$ cat src/common/nal_pkg.sv
// Constants and types shared by the act bit and loopback 2 control block.
// Assumes a single 20 MHz clock domain and one 2B+D word (B1, B2, D) per frame.
//
// Overview of operation
// - TDM data output floats outside B and D bits, including the six spare D bits.
// - Act mode select is bit 6 of the global interface config word.
// - ANSI mode: loopback 2 request loops 2B+D back to the line at once.
// - ANSI mode: upstream act bit is sent as 0 while loopback 2 holds.
// - Outside loopback 2, upstream data passes only after downstream act is 1.
// - ANSI mode: upstream transparency starts at the loopback 2 command, ignoring act.
// - ETSI mode: upstream act bit follows INFO 3 detection only, also in loopback 2.
// - Loopback 2 loops S/T transmit to receiver; self sync then reports INFO 3.
// - ETSI mode loopback 2: pass looped data if act is 1, else all ones.
package nal_pkg;

   // Clock and timing.
   localparam int CLK_HZ = 20_000_000;
   localparam int SELF_SYNC_US = 250;
   localparam int SELF_SYNC_CYCLES = SELF_SYNC_US * (CLK_HZ / 1_000_000);
   localparam int TDM_BIT_CYCLES = 4;

   // Global interface config word.
   localparam int GIC_WIDTH = 8;
   localparam int ACT_SEL_BIT = 6;
   localparam logic ACT_SEL_ETSI = 1'b1;
   localparam logic [GIC_WIDTH-1:0] GIC_RESET = 8'h00;

   // Frame layout: B1 in bits 17:10, B2 in bits 9:2, D in bits 1:0.
   localparam int B_BITS = 8;
   localparam int D_BITS = 2;
   localparam int D_SPARE_BITS = 6;
   localparam int WORD_BITS = 2 * B_BITS + D_BITS;
   localparam int TDM_SLOT_BITS = 2 * B_BITS + D_BITS + D_SPARE_BITS;
   localparam logic [WORD_BITS-1:0] WORD_RESET = 18'h0_0000;

   // Upstream buffer.
   localparam int FIFO_DEPTH = 16;

   typedef enum logic [1:0] {
      LB_OFF,
      LB_SYNC,
      LB_ON
   } nal_loop_state_type;

   typedef enum logic {
      TDM_IDLE,
      TDM_SHIFT
   } nal_tdm_state_type;

endpackage : nal_pkg

$ cat src/rtl/nal_fifo.sv
// Synchronous FIFO with valid/ready on both sides, storage in flip-flops.
// Assumes both sides run on the same clock; a write into a full FIFO is refused.
`timescale 1ns/100ps
module nal_fifo #(
   parameter int WIDTH = 18,
   parameter int DEPTH = 16
) (
   // Clock and reset
   input wire logic mclk,
   input wire logic sys_rst,
   // Fill side
   input wire logic in_valid,
   output logic in_ready,
   input wire logic [WIDTH-1:0] in_data,
   // Drain side
   output logic out_valid,
   input wire logic out_ready,
   output logic [WIDTH-1:0] out_data
);

   localparam int AW = $clog2(DEPTH);

   logic [WIDTH-1:0] mem_q [DEPTH];
   logic [WIDTH-1:0] mem_d [DEPTH];
   logic [AW-1:0] wr_q, wr_d, rd_q, rd_d;
   logic [AW:0] cnt_q, cnt_d;
   logic push, pop;

   function automatic logic [AW-1:0] ptr_inc(input logic [AW-1:0] p);
      if (p == AW'(DEPTH - 1)) begin
         return '0;
      end
      return p + 1'b1;
   endfunction : ptr_inc

   assign in_ready = (cnt_q != (AW + 1)'(DEPTH));
   assign out_valid = (cnt_q != '0);
   assign out_data = mem_q[rd_q];
   assign push = in_valid && in_ready;
   assign pop = out_valid && out_ready;

   always_comb begin
      mem_d = mem_q;
      wr_d = wr_q;
      rd_d = rd_q;
      cnt_d = cnt_q;
      if (push) begin
         mem_d[wr_q] = in_data;
         wr_d = ptr_inc(wr_q);
      end
      if (pop) begin
         rd_d = ptr_inc(rd_q);
      end
      if (push && !pop) begin
         cnt_d = cnt_q + 1'b1;
      end else if (pop && !push) begin
         cnt_d = cnt_q - 1'b1;
      end
   end

   always_ff @(posedge mclk or posedge sys_rst) begin
      if (sys_rst) begin
         for (int i = 0; i < DEPTH; i++) begin
            mem_q[i] <= '0;
         end
         wr_q <= '0;
         rd_q <= '0;
         cnt_q <= '0;
      end else begin
         mem_q <= mem_d;
         wr_q <= wr_d;
         rd_q <= rd_d;
         cnt_q <= cnt_d;
      end
   end

endmodule : nal_fifo

$ cat src/rtl/nal_loop_ctrl.sv
// Act bit, loopback 2 and upstream transparency control of a network termination.
// Assumes eoc decoding, U framing and the S/T receiver are separate logic on mclk;
// the INFO 3 indication and the TDM frame strobe arrive from outside and are synchronised.
`timescale 1ns/100ps
module nal_loop_ctrl #(
   parameter int SYNC_CYCLES = nal_pkg::SELF_SYNC_CYCLES,
   parameter int FIFO_DEPTH = nal_pkg::FIFO_DEPTH
) (
   // Clock and reset
   input wire logic mclk,
   input wire logic sys_rst,
   // Configuration
   input wire logic [nal_pkg::GIC_WIDTH-1:0] global_interface_config,
   // Embedded operations channel commands
   input wire logic lb2_request,
   input wire logic lb2_release,
   // Act bits on the U-interface
   input wire logic act_down,
   output logic act_up,
   // S/T-interface status and control
   input wire logic info3_detect,
   output logic st_loop_enable,
   output logic lb2_active,
   // Upstream data from the S/T side
   input wire logic st_rx_valid,
   output logic st_rx_ready,
   input wire logic [nal_pkg::WORD_BITS-1:0] st_rx_data,
   // Downstream data from the U side
   input wire logic u_rx_valid,
   output logic u_rx_ready,
   input wire logic [nal_pkg::WORD_BITS-1:0] u_rx_data,
   // Upstream data toward the U side
   output logic u_tx_valid,
   input wire logic u_tx_ready,
   output logic [nal_pkg::WORD_BITS-1:0] u_tx_data,
   // TDM bus
   input wire logic tdm_frame_sync,
   output logic tdm_data_out,
   output logic tdm_data_oe
);

   localparam int WB = nal_pkg::WORD_BITS;
   localparam int SCW = $clog2(SYNC_CYCLES + 1);
   localparam logic [WB-1:0] ALL_ONES = {WB{1'b1}};

   // ------------------------------------------------------------------
   // Input synchronisers.
   // ------------------------------------------------------------------
   logic info3_meta_q, info3_meta_d;
   logic info3_sync_q, info3_sync_d;
   logic fs_meta_q, fs_meta_d;
   logic fs_sync_q, fs_sync_d;
   logic fs_prev_q, fs_prev_d;

   always_comb begin
      info3_meta_d = info3_detect;
      info3_sync_d = info3_meta_q;
      fs_meta_d = tdm_frame_sync;
      fs_sync_d = fs_meta_q;
      fs_prev_d = fs_sync_q;
   end

   always_ff @(posedge mclk or posedge sys_rst) begin
      if (sys_rst) begin
         info3_meta_q <= 1'b0;
         info3_sync_q <= 1'b0;
         fs_meta_q <= 1'b0;
         fs_sync_q <= 1'b0;
         fs_prev_q <= 1'b0;
      end else begin
         info3_meta_q <= info3_meta_d;
         info3_sync_q <= info3_sync_d;
         fs_meta_q <= fs_meta_d;
         fs_sync_q <= fs_sync_d;
         fs_prev_q <= fs_prev_d;
      end
   end

   // ------------------------------------------------------------------
   // Mode select and loopback 2 state.
   // ------------------------------------------------------------------
   logic etsi_mode;
   nal_pkg::nal_loop_state_type lb_q, lb_d;
   logic [SCW-1:0] sync_cnt_q, sync_cnt_d;

   assign etsi_mode = (global_interface_config[nal_pkg::ACT_SEL_BIT] == nal_pkg::ACT_SEL_ETSI);

   // The S/T transmitter is looped to its own receiver; after the self sync time the
   // receiver reports INFO 3 whether or not a terminal is attached.
   always_comb begin
      lb_d = lb_q;
      sync_cnt_d = sync_cnt_q;
      unique case (lb_q)
         nal_pkg::LB_OFF: begin
            if (lb2_request) begin
               lb_d = nal_pkg::LB_SYNC;
               sync_cnt_d = '0;
            end
         end
         nal_pkg::LB_SYNC: begin
            if (lb2_release) begin
               lb_d = nal_pkg::LB_OFF;
            end else if (sync_cnt_q == SCW'(SYNC_CYCLES - 1)) begin
               lb_d = nal_pkg::LB_ON;
            end else begin
               sync_cnt_d = sync_cnt_q + 1'b1;
            end
         end
         nal_pkg::LB_ON: begin
            if (lb2_release) begin
               lb_d = nal_pkg::LB_OFF;
            end
         end
      endcase
   end

   always_ff @(posedge mclk or posedge sys_rst) begin
      if (sys_rst) begin
         lb_q <= nal_pkg::LB_OFF;
         sync_cnt_q <= '0;
      end else begin
         lb_q <= lb_d;
         sync_cnt_q <= sync_cnt_d;
      end
   end

   assign lb2_active = (lb_q != nal_pkg::LB_OFF);
   assign st_loop_enable = lb2_active;

   // ------------------------------------------------------------------
   // Upstream act bit.
   // ------------------------------------------------------------------
   logic info3_seen;
   logic act_up_q, act_up_d;

   always_comb begin
      if (lb2_active) begin
         info3_seen = (lb_q == nal_pkg::LB_ON);
      end else begin
         info3_seen = info3_sync_q;
      end
      if (!etsi_mode && lb2_active) begin
         act_up_d = 1'b0;
      end else begin
         act_up_d = info3_seen;
      end
   end

   always_ff @(posedge mclk or posedge sys_rst) begin
      if (sys_rst) begin
         act_up_q <= 1'b0;
      end else begin
         act_up_q <= act_up_d;
      end
   end

   assign act_up = act_up_q;

   // ------------------------------------------------------------------
   // Upstream data selection into the buffer. During loopback 2 the
   // downstream words are the source; otherwise the S/T words are.
   // The line termination raises downstream act only after our act is 1,
   // so in ETSI loopback 2 the looped data stays all ones until then.
   // ------------------------------------------------------------------
   logic fifo_in_valid;
   logic fifo_in_ready;
   logic [WB-1:0] fifo_in_data;
   logic u_rx_take;

   always_comb begin
      if (lb2_active) begin
         fifo_in_valid = u_rx_valid;
         if (!etsi_mode) begin
            fifo_in_data = u_rx_data;
         end else if (act_down) begin
            fifo_in_data = u_rx_data;
         end else begin
            fifo_in_data = ALL_ONES;
         end
      end else begin
         fifo_in_valid = st_rx_valid;
         if (act_down) begin
            fifo_in_data = st_rx_data;
         end else begin
            fifo_in_data = ALL_ONES;
         end
      end
   end

   // Downstream words are only held back while they feed the loop.
   assign st_rx_ready = !lb2_active && fifo_in_ready;
   assign u_rx_ready = lb2_active ? fifo_in_ready : 1'b1;
   assign u_rx_take = u_rx_valid && u_rx_ready;

   nal_fifo #(
      .WIDTH(WB),
      .DEPTH(FIFO_DEPTH)
   ) u_up_fifo (
      .mclk(mclk),
      .sys_rst(sys_rst),
      .in_valid(fifo_in_valid),
      .in_ready(fifo_in_ready),
      .in_data(fifo_in_data),
      .out_valid(u_tx_valid),
      .out_ready(u_tx_ready),
      .out_data(u_tx_data)
   );

   // ------------------------------------------------------------------
   // TDM bus: the latest downstream 2B+D word is shifted out after each
   // frame strobe, MSB first: B1, B2, then the two D bits. The six spare
   // bits of the D octet and the rest of the frame are left floating.
   // ------------------------------------------------------------------
   localparam int BIW = $clog2(nal_pkg::TDM_SLOT_BITS + 1);
   localparam int CCW = $clog2(nal_pkg::TDM_BIT_CYCLES + 1);

   nal_pkg::nal_tdm_state_type tdm_q, tdm_d;
   logic [WB-1:0] tdm_word_q, tdm_word_d;
   logic [WB-1:0] tdm_shift_q, tdm_shift_d;
   logic [BIW-1:0] bit_idx_q, bit_idx_d;
   logic [CCW-1:0] bit_cyc_q, bit_cyc_d;
   logic dout_q, dout_d;
   logic doe_q, doe_d;
   logic fs_rise;

   assign fs_rise = fs_sync_q && !fs_prev_q;

   always_comb begin
      tdm_d = tdm_q;
      tdm_word_d = tdm_word_q;
      tdm_shift_d = tdm_shift_q;
      bit_idx_d = bit_idx_q;
      bit_cyc_d = bit_cyc_q;
      dout_d = dout_q;
      doe_d = 1'b0;
      if (u_rx_take) begin
         tdm_word_d = u_rx_data;
      end
      unique case (tdm_q)
         nal_pkg::TDM_IDLE: begin
            if (fs_rise) begin
               tdm_d = nal_pkg::TDM_SHIFT;
               tdm_shift_d = tdm_word_q;
               bit_idx_d = '0;
               bit_cyc_d = '0;
            end
         end
         nal_pkg::TDM_SHIFT: begin
            if (bit_idx_q < BIW'(WB)) begin
               doe_d = 1'b1;
               dout_d = tdm_shift_q[WB-1];
            end else begin
               dout_d = 1'b0;
            end
            if (bit_cyc_q == CCW'(nal_pkg::TDM_BIT_CYCLES - 1)) begin
               bit_cyc_d = '0;
               tdm_shift_d = {tdm_shift_q[WB-2:0], 1'b0};
               if (bit_idx_q == BIW'(nal_pkg::TDM_SLOT_BITS - 1)) begin
                  tdm_d = nal_pkg::TDM_IDLE;
               end else begin
                  bit_idx_d = bit_idx_q + 1'b1;
               end
            end else begin
               bit_cyc_d = bit_cyc_q + 1'b1;
            end
         end
      endcase
   end

   always_ff @(posedge mclk or posedge sys_rst) begin
      if (sys_rst) begin
         tdm_q <= nal_pkg::TDM_IDLE;
         tdm_word_q <= nal_pkg::WORD_RESET;
         tdm_shift_q <= nal_pkg::WORD_RESET;
         bit_idx_q <= '0;
         bit_cyc_q <= '0;
         dout_q <= 1'b0;
         doe_q <= 1'b0;
      end else begin
         tdm_q <= tdm_d;
         tdm_word_q <= tdm_word_d;
         tdm_shift_q <= tdm_shift_d;
         bit_idx_q <= bit_idx_d;
         bit_cyc_q <= bit_cyc_d;
         dout_q <= dout_d;
         doe_q <= doe_d;
      end
   end

   assign tdm_data_out = dout_q;
   assign tdm_data_oe = doe_q;

endmodule : nal_loop_ctrl

$ cat config.mk
export PLATFORM = sky130hd
export DESIGN_NAME = nal_loop_ctrl
export DESIGN_NICKNAME = d
export VERILOG_FILES = /design/src/common/nal_pkg.sv /design/src/rtl/nal_fifo.sv /design/src/rtl/nal_loop_ctrl.sv
export SDC_FILE = /design/constraint.sdc
export NUM_CORES = 1
export LEC_CHECK = 0
export ABC_AREA = 0
export ABC_CLOCK_PERIOD_IN_PS = 14400
export BUFFER_PORTS_ARGS = -buffer_cell sky130_fd_sc_hd__buf_4
export CAP_MARGIN = 10
export CELL_PAD_IN_SITES_DETAIL_PLACEMENT = 0
export CELL_PAD_IN_SITES_GLOBAL_PLACEMENT = 2
export CORE_ASPECT_RATIO = 0.8
export CORE_MARGIN = 4
export CORE_UTILIZATION = 42
export DETAILED_ROUTE_END_ITERATION = 8
export PLACE_DENSITY = 0.9
export REMOVE_ABC_BUFFERS = 1
export SYNTH_ARGS = -nofsm -noshare
export SYNTH_HDL_FRONTEND = slang
export SYNTH_SLANG_ARGS = --single-unit
$ cat constraint.sdc
create_clock -name mclk -period 14.4 [get_ports mclk]
set_input_delay 1.44 -clock mclk [delete_from_list [all_inputs] [get_ports mclk]]
set_output_delay 1.44 -clock mclk [all_outputs]
set_load 0.05 [all_outputs]
Yosys cells after proc, flatten, opt, wreduce, memory -nomap -nowiden --
Index checks and enable logic that the tools add are counted.
Operators by class: multiplexer cells 50, add/subtract/negate cells 7, eq/ne operators 16, magnitude comparators 4, reductions and logical operators 23, bitwise gates (word level) 3
Operator list (count):
- 288-bit bitwise mux | 1
- 18-bit 2-to-1 mux | 9
- 18-bit binary-select mux with 4-bit select | 1
- 18-bit demux with 4-bit select | 1
- 13-bit 2-to-1 mux | 3
- 18-bit case mux with 2 select lines | 1
- 13-bit case mux with 2 select lines | 1
- 5-bit 2-to-1 mux | 5
- 4-bit 2-to-1 mux | 4
- 1-bit 2-to-1 mux | 14
- 13-bit by 1-bit adder with 13-bit output (second input constant) | 1
- 13-bit equality test (second input constant) | 1
- 2-bit != test (second input constant) | 6
- 5-bit by 1-bit adder with 5-bit output (second input constant) | 2
- 5-bit >= comparator (second input constant) | 2
- 4-bit NOT with 5-bit output | 2
- 5-bit case mux with 2 select lines | 1
- 1-bit logical AND | 9
- 4-bit by 1-bit adder with 4-bit output (second input constant) | 2
- 4-bit equality test (second input constant) | 2
- 2-bit 2-to-1 mux | 4
- 3-bit 2-to-1 mux | 2
- 2-bit case mux with 3 select lines | 1
- 3-bit case mux with 2 select lines | 1
- other kinds (20) | 27
Word-level totals: register bits 369, logic and storage cells 137, output and inout bits 26, bits of input ports 54

Depth between registers and ports, before layout --
Gate-level depths: netlist (run 1).
word-level depth 7, mapped depth 14, mapped depth without buffers 11

By module --
Synthesis (run 1) repeated with hierarchy kept, for this count alone.
Unflattened totals: cells, all modules 1216, area, all modules 17783.3 um^2
Modules (own cells, without submodules):
- nal_fifo | cells an instance 901, area an instance 14435.1 um^2, instances 1
- nal_loop_ctrl | cells an instance 315, area an instance 3348.2 um^2, instances 1

Least setup slack after synthesis (run 1) --
No wires, ideal clock.
path kind in2reg, start point in st_rx_valid, end point reg u_up_fifo.cnt_q[4], stages on the path 11, path slack 10.645 ns, data arrival time 3.608 ns, cell sequence mux2_2 buf_4 buf_4 a21boi_1 ha_1 inv_1 ha_1 nor2b_1 o21a_1 o2111ai_1 o311ai_0
Between the ends: longest elaborated chain between the ends 5, elaborated cells on any way between the ends 7
RTL lines:
- start: declaration | line nal_loop_ctrl.sv:25 | input wire logic st_rx_valid,
- 1-bit 2-to-1 mux * | line nal_loop_ctrl.sv:171 | if (lb2_active) begin
- 1-bit logical AND * | line nal_fifo.sv:39 | assign push = in_valid && in_ready;
- net u_up_fifo.push | line nal_fifo.sv:27 | logic push, pop;
- 1-bit zero test | line nal_fifo.sv:56 | end else if (pop && !push) begin
- 1-bit logical AND | line nal_fifo.sv:56
- 2-bit nonzero test (no line)
- end signal: assignment | line nal_fifo.sv:73 | cnt_q <= cnt_d;
- end: declaration | line nal_fifo.sv:26 | logic [AW:0] cnt_q, cnt_d;
Mark *: on every way through the listed nets, which the timed path passes. The rest lies on a longest branch. A chain may end at the register's enable or synchronous reset.

Worst setup path after layout (run 1) --
start point reg u_up_fifo.rd_q[0], end point out u_tx_data[4] (netlist bit)
Between the ends: longest elaborated chain between the ends 4
RTL lines:
- start: declaration | line nal_fifo.sv:25 | logic [AW-1:0] wr_q, wr_d, rd_q, rd_d;
- start signal: assignment | line nal_fifo.sv:72 | rd_q <= rd_d;
- 4-bit NOT with 5-bit output (not written as such) | line nal_fifo.sv:38 | assign out_data = mem_q[rd_q];
- 18-bit binary-select mux with 4-bit select | line nal_fifo.sv:38
- 18-bit 2-to-1 mux (not written as such) (2 in series) | line nal_fifo.sv:38
- end: declaration | line nal_loop_ctrl.sv:35 | output logic [nal_pkg::WORD_BITS-1:0] u_tx_data,
No other way between the ends. The select of a mux whose other input is x is not followed.

==> results.ini, run 1 <==
[run_status]
status=finished clean

[die]
die_h_microns=187
io_pins=80
die_x_microns=232
core_sq_mm=0.0395
die_area_sq_mm=0.0435
initial_core_util_pct=42.7
rows=65

[synth]
synth_ff_type=dfrtp_1
ys_ff_latch=369
netlist_area_sq_mm=0.0169
synth_edf_count=0
syn_avg_cell_area_sq_um=11.2
ys_warn_count=0
yosysUniqueCellTypes=59
seq_area_frac_synth_pct=54.7
synthCells=1510
async_reset_ff_share_pct=100

[routing]
drt_pass1_iterations=5
met3_length_mm=1.89
met2_length_mm=19.1
wl_met1_mm=19.8
post_drt_wl_per_cell_microns=19.8
finalWirelength_mm=41.6
drtIter0Drc=860
num_vias=11400
remaining_drc_errors=0
top_layer_used=met4
ant_nets=0
vias_per_cell=5.43

[clocking]
path_clk_slew_ns=0.06
cts_made_buffers=40
cts.htree.levels=2
numClockSinks=369
ctsHoldBuffers=0
postCtsSetupBuffers=0
clk-insertion-delay-late_ns=0.53
clockRootBuffer=clkbuf_16
cts_tree=built
cts_resized=0
clockBufferDepth=3

[final_layout]
layout_commonest_cell=dfrtp_1
multi_input_area_sq_mm=0.00702
finalNetCount=1607
area_delta_synth_final_pct=12.7
diodes=0
drive_gt1_share_pct=18.5
ff_latch_area_sq_mm=0.00924
final_cell_mix=dfrtp_1, nand2_1, o21ai_0, buf_4, mux4_2
fillers=3679

[worst_setup_path]
r2r_slack_ns=10.70
r2r_start=lb_q[0]$_DFFE_PP0P_
arrival_ns=3.67
critical_path_class=flip-flop to primary output
path_max_fanout=44
reg2regPathDepth=11
critPathCaptureType=primary output
worst_r2r_endpoint=u_up_fifo.cnt_q[4]$_DFFE_PP0P_
required_ns=12.96
critPathLaunchType=flip-flop

[sta]
tightest_slew_ns=1.22
fin_ws_ns=9.29
hold_viol=0
drv_slew=0
period_share_pct=35.5
tns_ns=0
relSlewSlack_pct=18.6
final.min_clock_period_ns=5.11
fin_skew_ns=0.0115
rsz0062_at_grt=false
clock.fmax_mhz=196
setup_viol=0

[power]
ir_drop_mv=0.135
p_leak_nw=8.49
p_per_area_mw_per_mm2=244

[place]
pre_cts_ws_ns=9.77
dp_hpwl_mm=24.3
gp_congestion=0.788
io_buffers=72

[worst_hold_path]
hp-start=info3_meta_q$_DFF_PP0_
worstHoldPathCells=0
holdPathEnd=info3_sync_q$_DFF_PP0_
hp-class=flip-flop to flip-flop

[global_routing]
grt_usage_pct=19.5
grt-ovfl-total=0
grt_start_max_net_pins=103
antenna_found_initial=0
grt_pass1_wl_mm=66.8
grt_pass1_vias=11500

[flow_run]
max_cap_violations=0

-- final cells by class --
cell class | count | share of cell area (%)
Sequential cell | 369 | 48.6
Tap cell | 536 | 3.53
Multi-Input combinational cell | 1003 | 36.9
Timing Repair Buffer | 102 | 4.03
Inverter | 20 | 0.434
Clock buffer | 66 | 6.36
Clock inverter | 3 | 0.0790
-- through the flow --
step                cells  util, %  cell area [sq um]  hold slack, ns  power, mW
floorplan            1392        -              16200           0.331       3.14
global placement     2025     44.9              17700           0.336       3.63
detailed placement   2025     44.9              17700           0.344       3.70
CTS                  2094     48.0              19000           0.354       4.68
global route         2099     48.1              19000           0.366       4.99
finish               2099     48.1              19000           0.352       4.64
-- registers in the layout, indices dropped and copies added (netlist names), 2 cells and up --
register,cells
u_up_fifo.wr_q,4
lb_q,2
bit_idx_q,5
bit_cyc_q,3
tdm_word_q,18
sync_cnt_q,13
u_up_fifo.rd_q,4
u_up_fifo.cnt_q,5
u_up_fifo.mem_q,288
tdm_shift_q,18
-- report_power, final --
| group | switching, mW | leakage (nW) | internal (mW) |
|---|---|---|---|
| logic | 1.10 | 3.27 | 0.769 |
| registers | 0.310 | 4.62 | 1.49 |
| clock network | 0.400 | 0.601 | 0.569 |
-- cell usage after synthesis (16+ instances only) --
cell type    n  area share [%]
a211oi_1    18            0.80
a21oi_1     33            0.98
buf_2       32            0.95
buf_6       16             1.1
clkbuf_1    53             1.2
dfrtp_1    369              55
ha_1        16             1.2
inv_1       20            0.44
mux2_2      22             1.5
mux2i_1     40             2.4
mux4_2      72             9.6
nand2_1    329             7.3
nor2b_1     23            0.85
o21ai_0    302             9.0
o22ai_1     19            0.70
-- how the worst max path moves through the flow --
| stage | startpoint | endpoint | slack (ns) | cells past startpoint |
|---|---|---|---|---|
| floorplan | sys_rst | act_up$_DFF_PP0_ | 2.71 | 1 |
| global placement | u_up_fifo.rd_q[0]$_DFFE_PP0P_ | u_tx_data[3] | 9.80 | 6 |
| detailed placement | u_up_fifo.rd_q[0]$_DFFE_PP0P_ | u_tx_data[9] | 9.77 | 6 |
| CTS | u_up_fifo.rd_q[0]$_DFFE_PP0P_ | u_tx_data[9] | 9.19 | 6 |
| global route | u_up_fifo.rd_q[0]$_DFFE_PP0P_ | u_tx_data[3] | 8.98 | 6 |
| finish | u_up_fifo.rd_q[0]$_DFFE_PP0P_ | u_tx_data[4] | 9.29 | 6 |
-- critical path, cell delays in order (launching register included) --
cell,delay (ns)
dfrtp_4,0.85
buf_4,0.84
mux4_2,0.60
nor2b_1,0.14
a211oi_1,0.25
a21oi_1,0.15
buf_4,0.30
-- logic make-up after synthesis --
logic type | count (synthesis) | share of synthesized area [%]
AOI/OAI and AO/OA | 439 | 15.6
and+or+nand+nor | 406 | 10.2
DFF | 369 | 54.7
buffers and inverters | 138 | 4.29
muxes | 134 | 13.5
adders and majority gates | 17 | 1.31
xor gates and xnor gates | 7 | 0.363
-- routing by layer --
metal	global-route usage [%]	up-vias
li1	-	5406
met1	29.1	5727
met2	30.3	206
met3	3.33	54
met4	4.34	0
met5	0	-
Note: power is estimated with default switching activity, not from simulation.
==> run 2, diff against run 1 <==
- ABC_CLOCK_PERIOD_IN_PS: 14400 -> 4600
- CORE_UTILIZATION: 42 -> 38
- PLACE_DENSITY: 0.9 -> 0.86
- clock period: 14.4 -> 4.6 ns (I/O delays scaled with it)
==> results.ini, run 2 (synthesized netlist as in run 1, its figures left out) <==
[global_routing]
antenna_found_initial=0  ; unchanged
grt-ovfl-total=0  ; unchanged
grt_pass1_vias=11300  ; was 11500
grt_pass1_wl_mm=66.2  ; was 66.8 mm
grt_start_max_net_pins=115  ; was 103
grt_usage_pct=17.5  ; was 19.5%

[worst_setup_path]
crit_buf_inv=2  ; unchanged
critPathCaptureType=primary output  ; unchanged
arrival_ns=3.14  ; was 3.67 ns
worst_r2r_endpoint=u_up_fifo.mem_q[127]$_DFFE_PP0P_  ; was u_up_fifo.cnt_q[4]$_DFFE_PP0P_
cp_cell_sequence=buf_4 > mux4_2 > nor2b_1 > a211oi_1 > a21oi_1 > buf_4  ; unchanged
required_ns=4.14  ; was 12.96 ns
cp_common_cell=buf_4  ; unchanged
slowest_delay_ns=0.78  ; was 0.85 ns
r2r_start=lb_q[0]$_DFFE_PP0P_  ; unchanged
reg2regPathDepth=5  ; was 11
critPathLaunchType=flip-flop  ; unchanged
critical_path_class=flip-flop to primary output  ; unchanged
cpLargestDelayFamily=flip-flops  ; was buffers and inverters
path_max_fanout=25  ; was 44
critPathSlowestCell=dfrtp_4  ; unchanged
r2r_slack_ns=1.38  ; was 10.70 ns

[sta]
relSlewSlack_pct=20.2  ; was 18.6%
rsz0062_at_grt=false  ; unchanged
period_share_pct=78.3
setup_viol=0  ; unchanged
drv_slew=0  ; unchanged
final.min_clock_period_ns=3.60
hold_viol=0  ; unchanged
fin_skew_ns=0.0175  ; was 0.0115 ns
tightest_slew_ns=1.20  ; was 1.22 ns
clock.fmax_mhz=278

[power]
totalPowerFinal_mw=14.7  ; was 4.64 mW
p_per_area_mw_per_mm2=762  ; was 244 mW/mm^2
ir_drop_mv=0.598  ; was 0.135 mV
p_leak_nw=8.58  ; was 8.49 nW

[routing]
ant_nets=0  ; unchanged
finalWirelength_mm=41.5  ; was 41.6 mm
post_drt_wl_per_cell_microns=19.2  ; was 19.8 microns
vias_per_cell=5.25  ; was 5.43
drtIter0Drc=910  ; was 860
drt_pass1_iterations=5  ; unchanged
remaining_drc_errors=0  ; unchanged
num_vias=11400  ; about the same

[final_layout]
reg_top3=u_up_fifo.mem_q: 288 flops, tdm_shift_q: 18 flops, tdm_word_q: 18 flops  ; unchanged
largest_reg_flops=288  ; unchanged
layout_commonest_cell=dfrtp_1  ; unchanged
area_delta_synth_final_pct=14.0  ; was 12.7%
final_cell_mix=dfrtp_1, nand2_1, o21ai_0, buf_4, mux4_2  ; unchanged
fin_cells=2167  ; was 2099
diodes=0  ; unchanged
fillers=4056  ; was 3679
regMostFlops=u_up_fifo.mem_q  ; unchanged
drive_gt1_share_pct=19.5  ; was 18.5%
finalNetCount=1615  ; was 1607

[place]
io_buffers=72  ; unchanged
numPlacedInstances=2094  ; was 2025
gp_congestion=0.763  ; was 0.788
dp_hpwl_mm=24.9  ; was 24.3 mm

[worst_hold_path]
hp-class=primary input to async pin  ; was flip-flop to flip-flop

[die]
die_h_microns=196  ; was 187 microns
rows=68  ; was 65
initial_core_util_pct=38.8  ; was 42.7%
die_x_microns=244  ; was 232 microns
io_pins=80  ; unchanged
core_sq_mm=0.0435  ; was 0.0395 sq mm
die_area_sq_mm=0.0479  ; was 0.0435 sq mm

[run_status]
status=finished clean  ; unchanged

[clocking]
cts_tree=built  ; unchanged
cts_made_buffers=40  ; unchanged
clockBufferDepth=3  ; unchanged
numClockSinks=369  ; unchanged
path_clk_slew_ns=0.06  ; about the same
clk-insertion-delay-late_ns=0.54  ; was 0.53 ns
cts.htree.levels=2  ; unchanged
clockRootBuffer=clkbuf_16  ; unchanged
cts_resized=0  ; unchanged

[flow_run]
max_cap_violations=0  ; unchanged

-- run 2: report_power, final --
part | switching, mW | internal, mW | total (mW) | leakage [nW]
combinational | 3.38 | 2.44 | 5.82 | 3.32
clock | 1.30 | 1.85 | 3.15 | 0.637
sequential | 1.02 | 4.66 | 5.68 | 4.62
total | 5.70 | 8.95 | 14.7 | 8.58
-- run 2: per-layer routing --
metal	up-vias	share of wire, %	routed length, microns	track usage, %
li1	5434	-	-	-
met1	5717	47	19700	24.7
met2	180	47	19700	29.4
met3	51	3.5	1460	2.46
met4	0	1.7	694	3.61
met5	-	0	0	0
-- run 2: how the worst max path moves through the flow --
stage,cells after the start,slack (ns),endpoint,from
2_1_floorplan,1,-6.11,act_up$_DFF_PP0_,sys_rst
3_3_place_gp,9,1.50,u_up_fifo.cnt_q[4]$_DFFE_PP0P_,u_up_fifo.cnt_q[1]$_DFFE_PP0P_
3_5_place_dp,5,1.42,u_up_fifo.mem_q[55]$_DFFE_PP0P_,lb_q[1]$_DFFE_PP0P_
4_1_cts,6,0.92,u_tx_data[6],u_up_fifo.rd_q[0]$_DFFE_PP0P_
5_1_grt,6,0.79,u_tx_data[17],u_up_fifo.rd_q[0]$_DFFE_PP0P_
6_report,6,1.0,u_tx_data[12],u_up_fifo.rd_q[0]$_DFFE_PP0P_
-- run 2: per-stage QoR --
stage | area, sq um | hold slack (ns) | utilization [%] | worst slack (ns) | TNS (ns)
floorplan | 16200 | 0.331 | - | -6.11 | -2255.91
global placement | 17900 | 0.335 | 41.2 | 1.50 | 0
detailed placement | 17900 | 0.341 | 41.2 | 1.42 | 0
CTS | 19200 | 0.121 | 44.2 | 0.924 | 0
global route | 19200 | 0.154 | 44.2 | 0.789 | 0
finish | 19200 | 0.0478 | 44.2 | 0.997 | 0
-- run 2: layout make-up --
cell class | instances | area [sq um] | area share [%]
Clock buffer | 53 | 1140 | 5.93
Sequential cell | 369 | 9240 | 48.1
Multi-Input combinational cell | 1003 | 7000 | 36.4
Clock inverter | 17 | 143 | 0.741
Tap cell | 595 | 744 | 3.87
Timing Repair Buffer | 110 | 881 | 4.58
Inverter | 20 | 82.6 | 0.429
-- run 2: what timing repair did --
| action | in CTS | in global routing |
|---|---|---|
| endpoints found under the hold margin | 2 | 0 |
| hold buffers | 2 | 0 |
| buffers inserted | 0 | 0 |
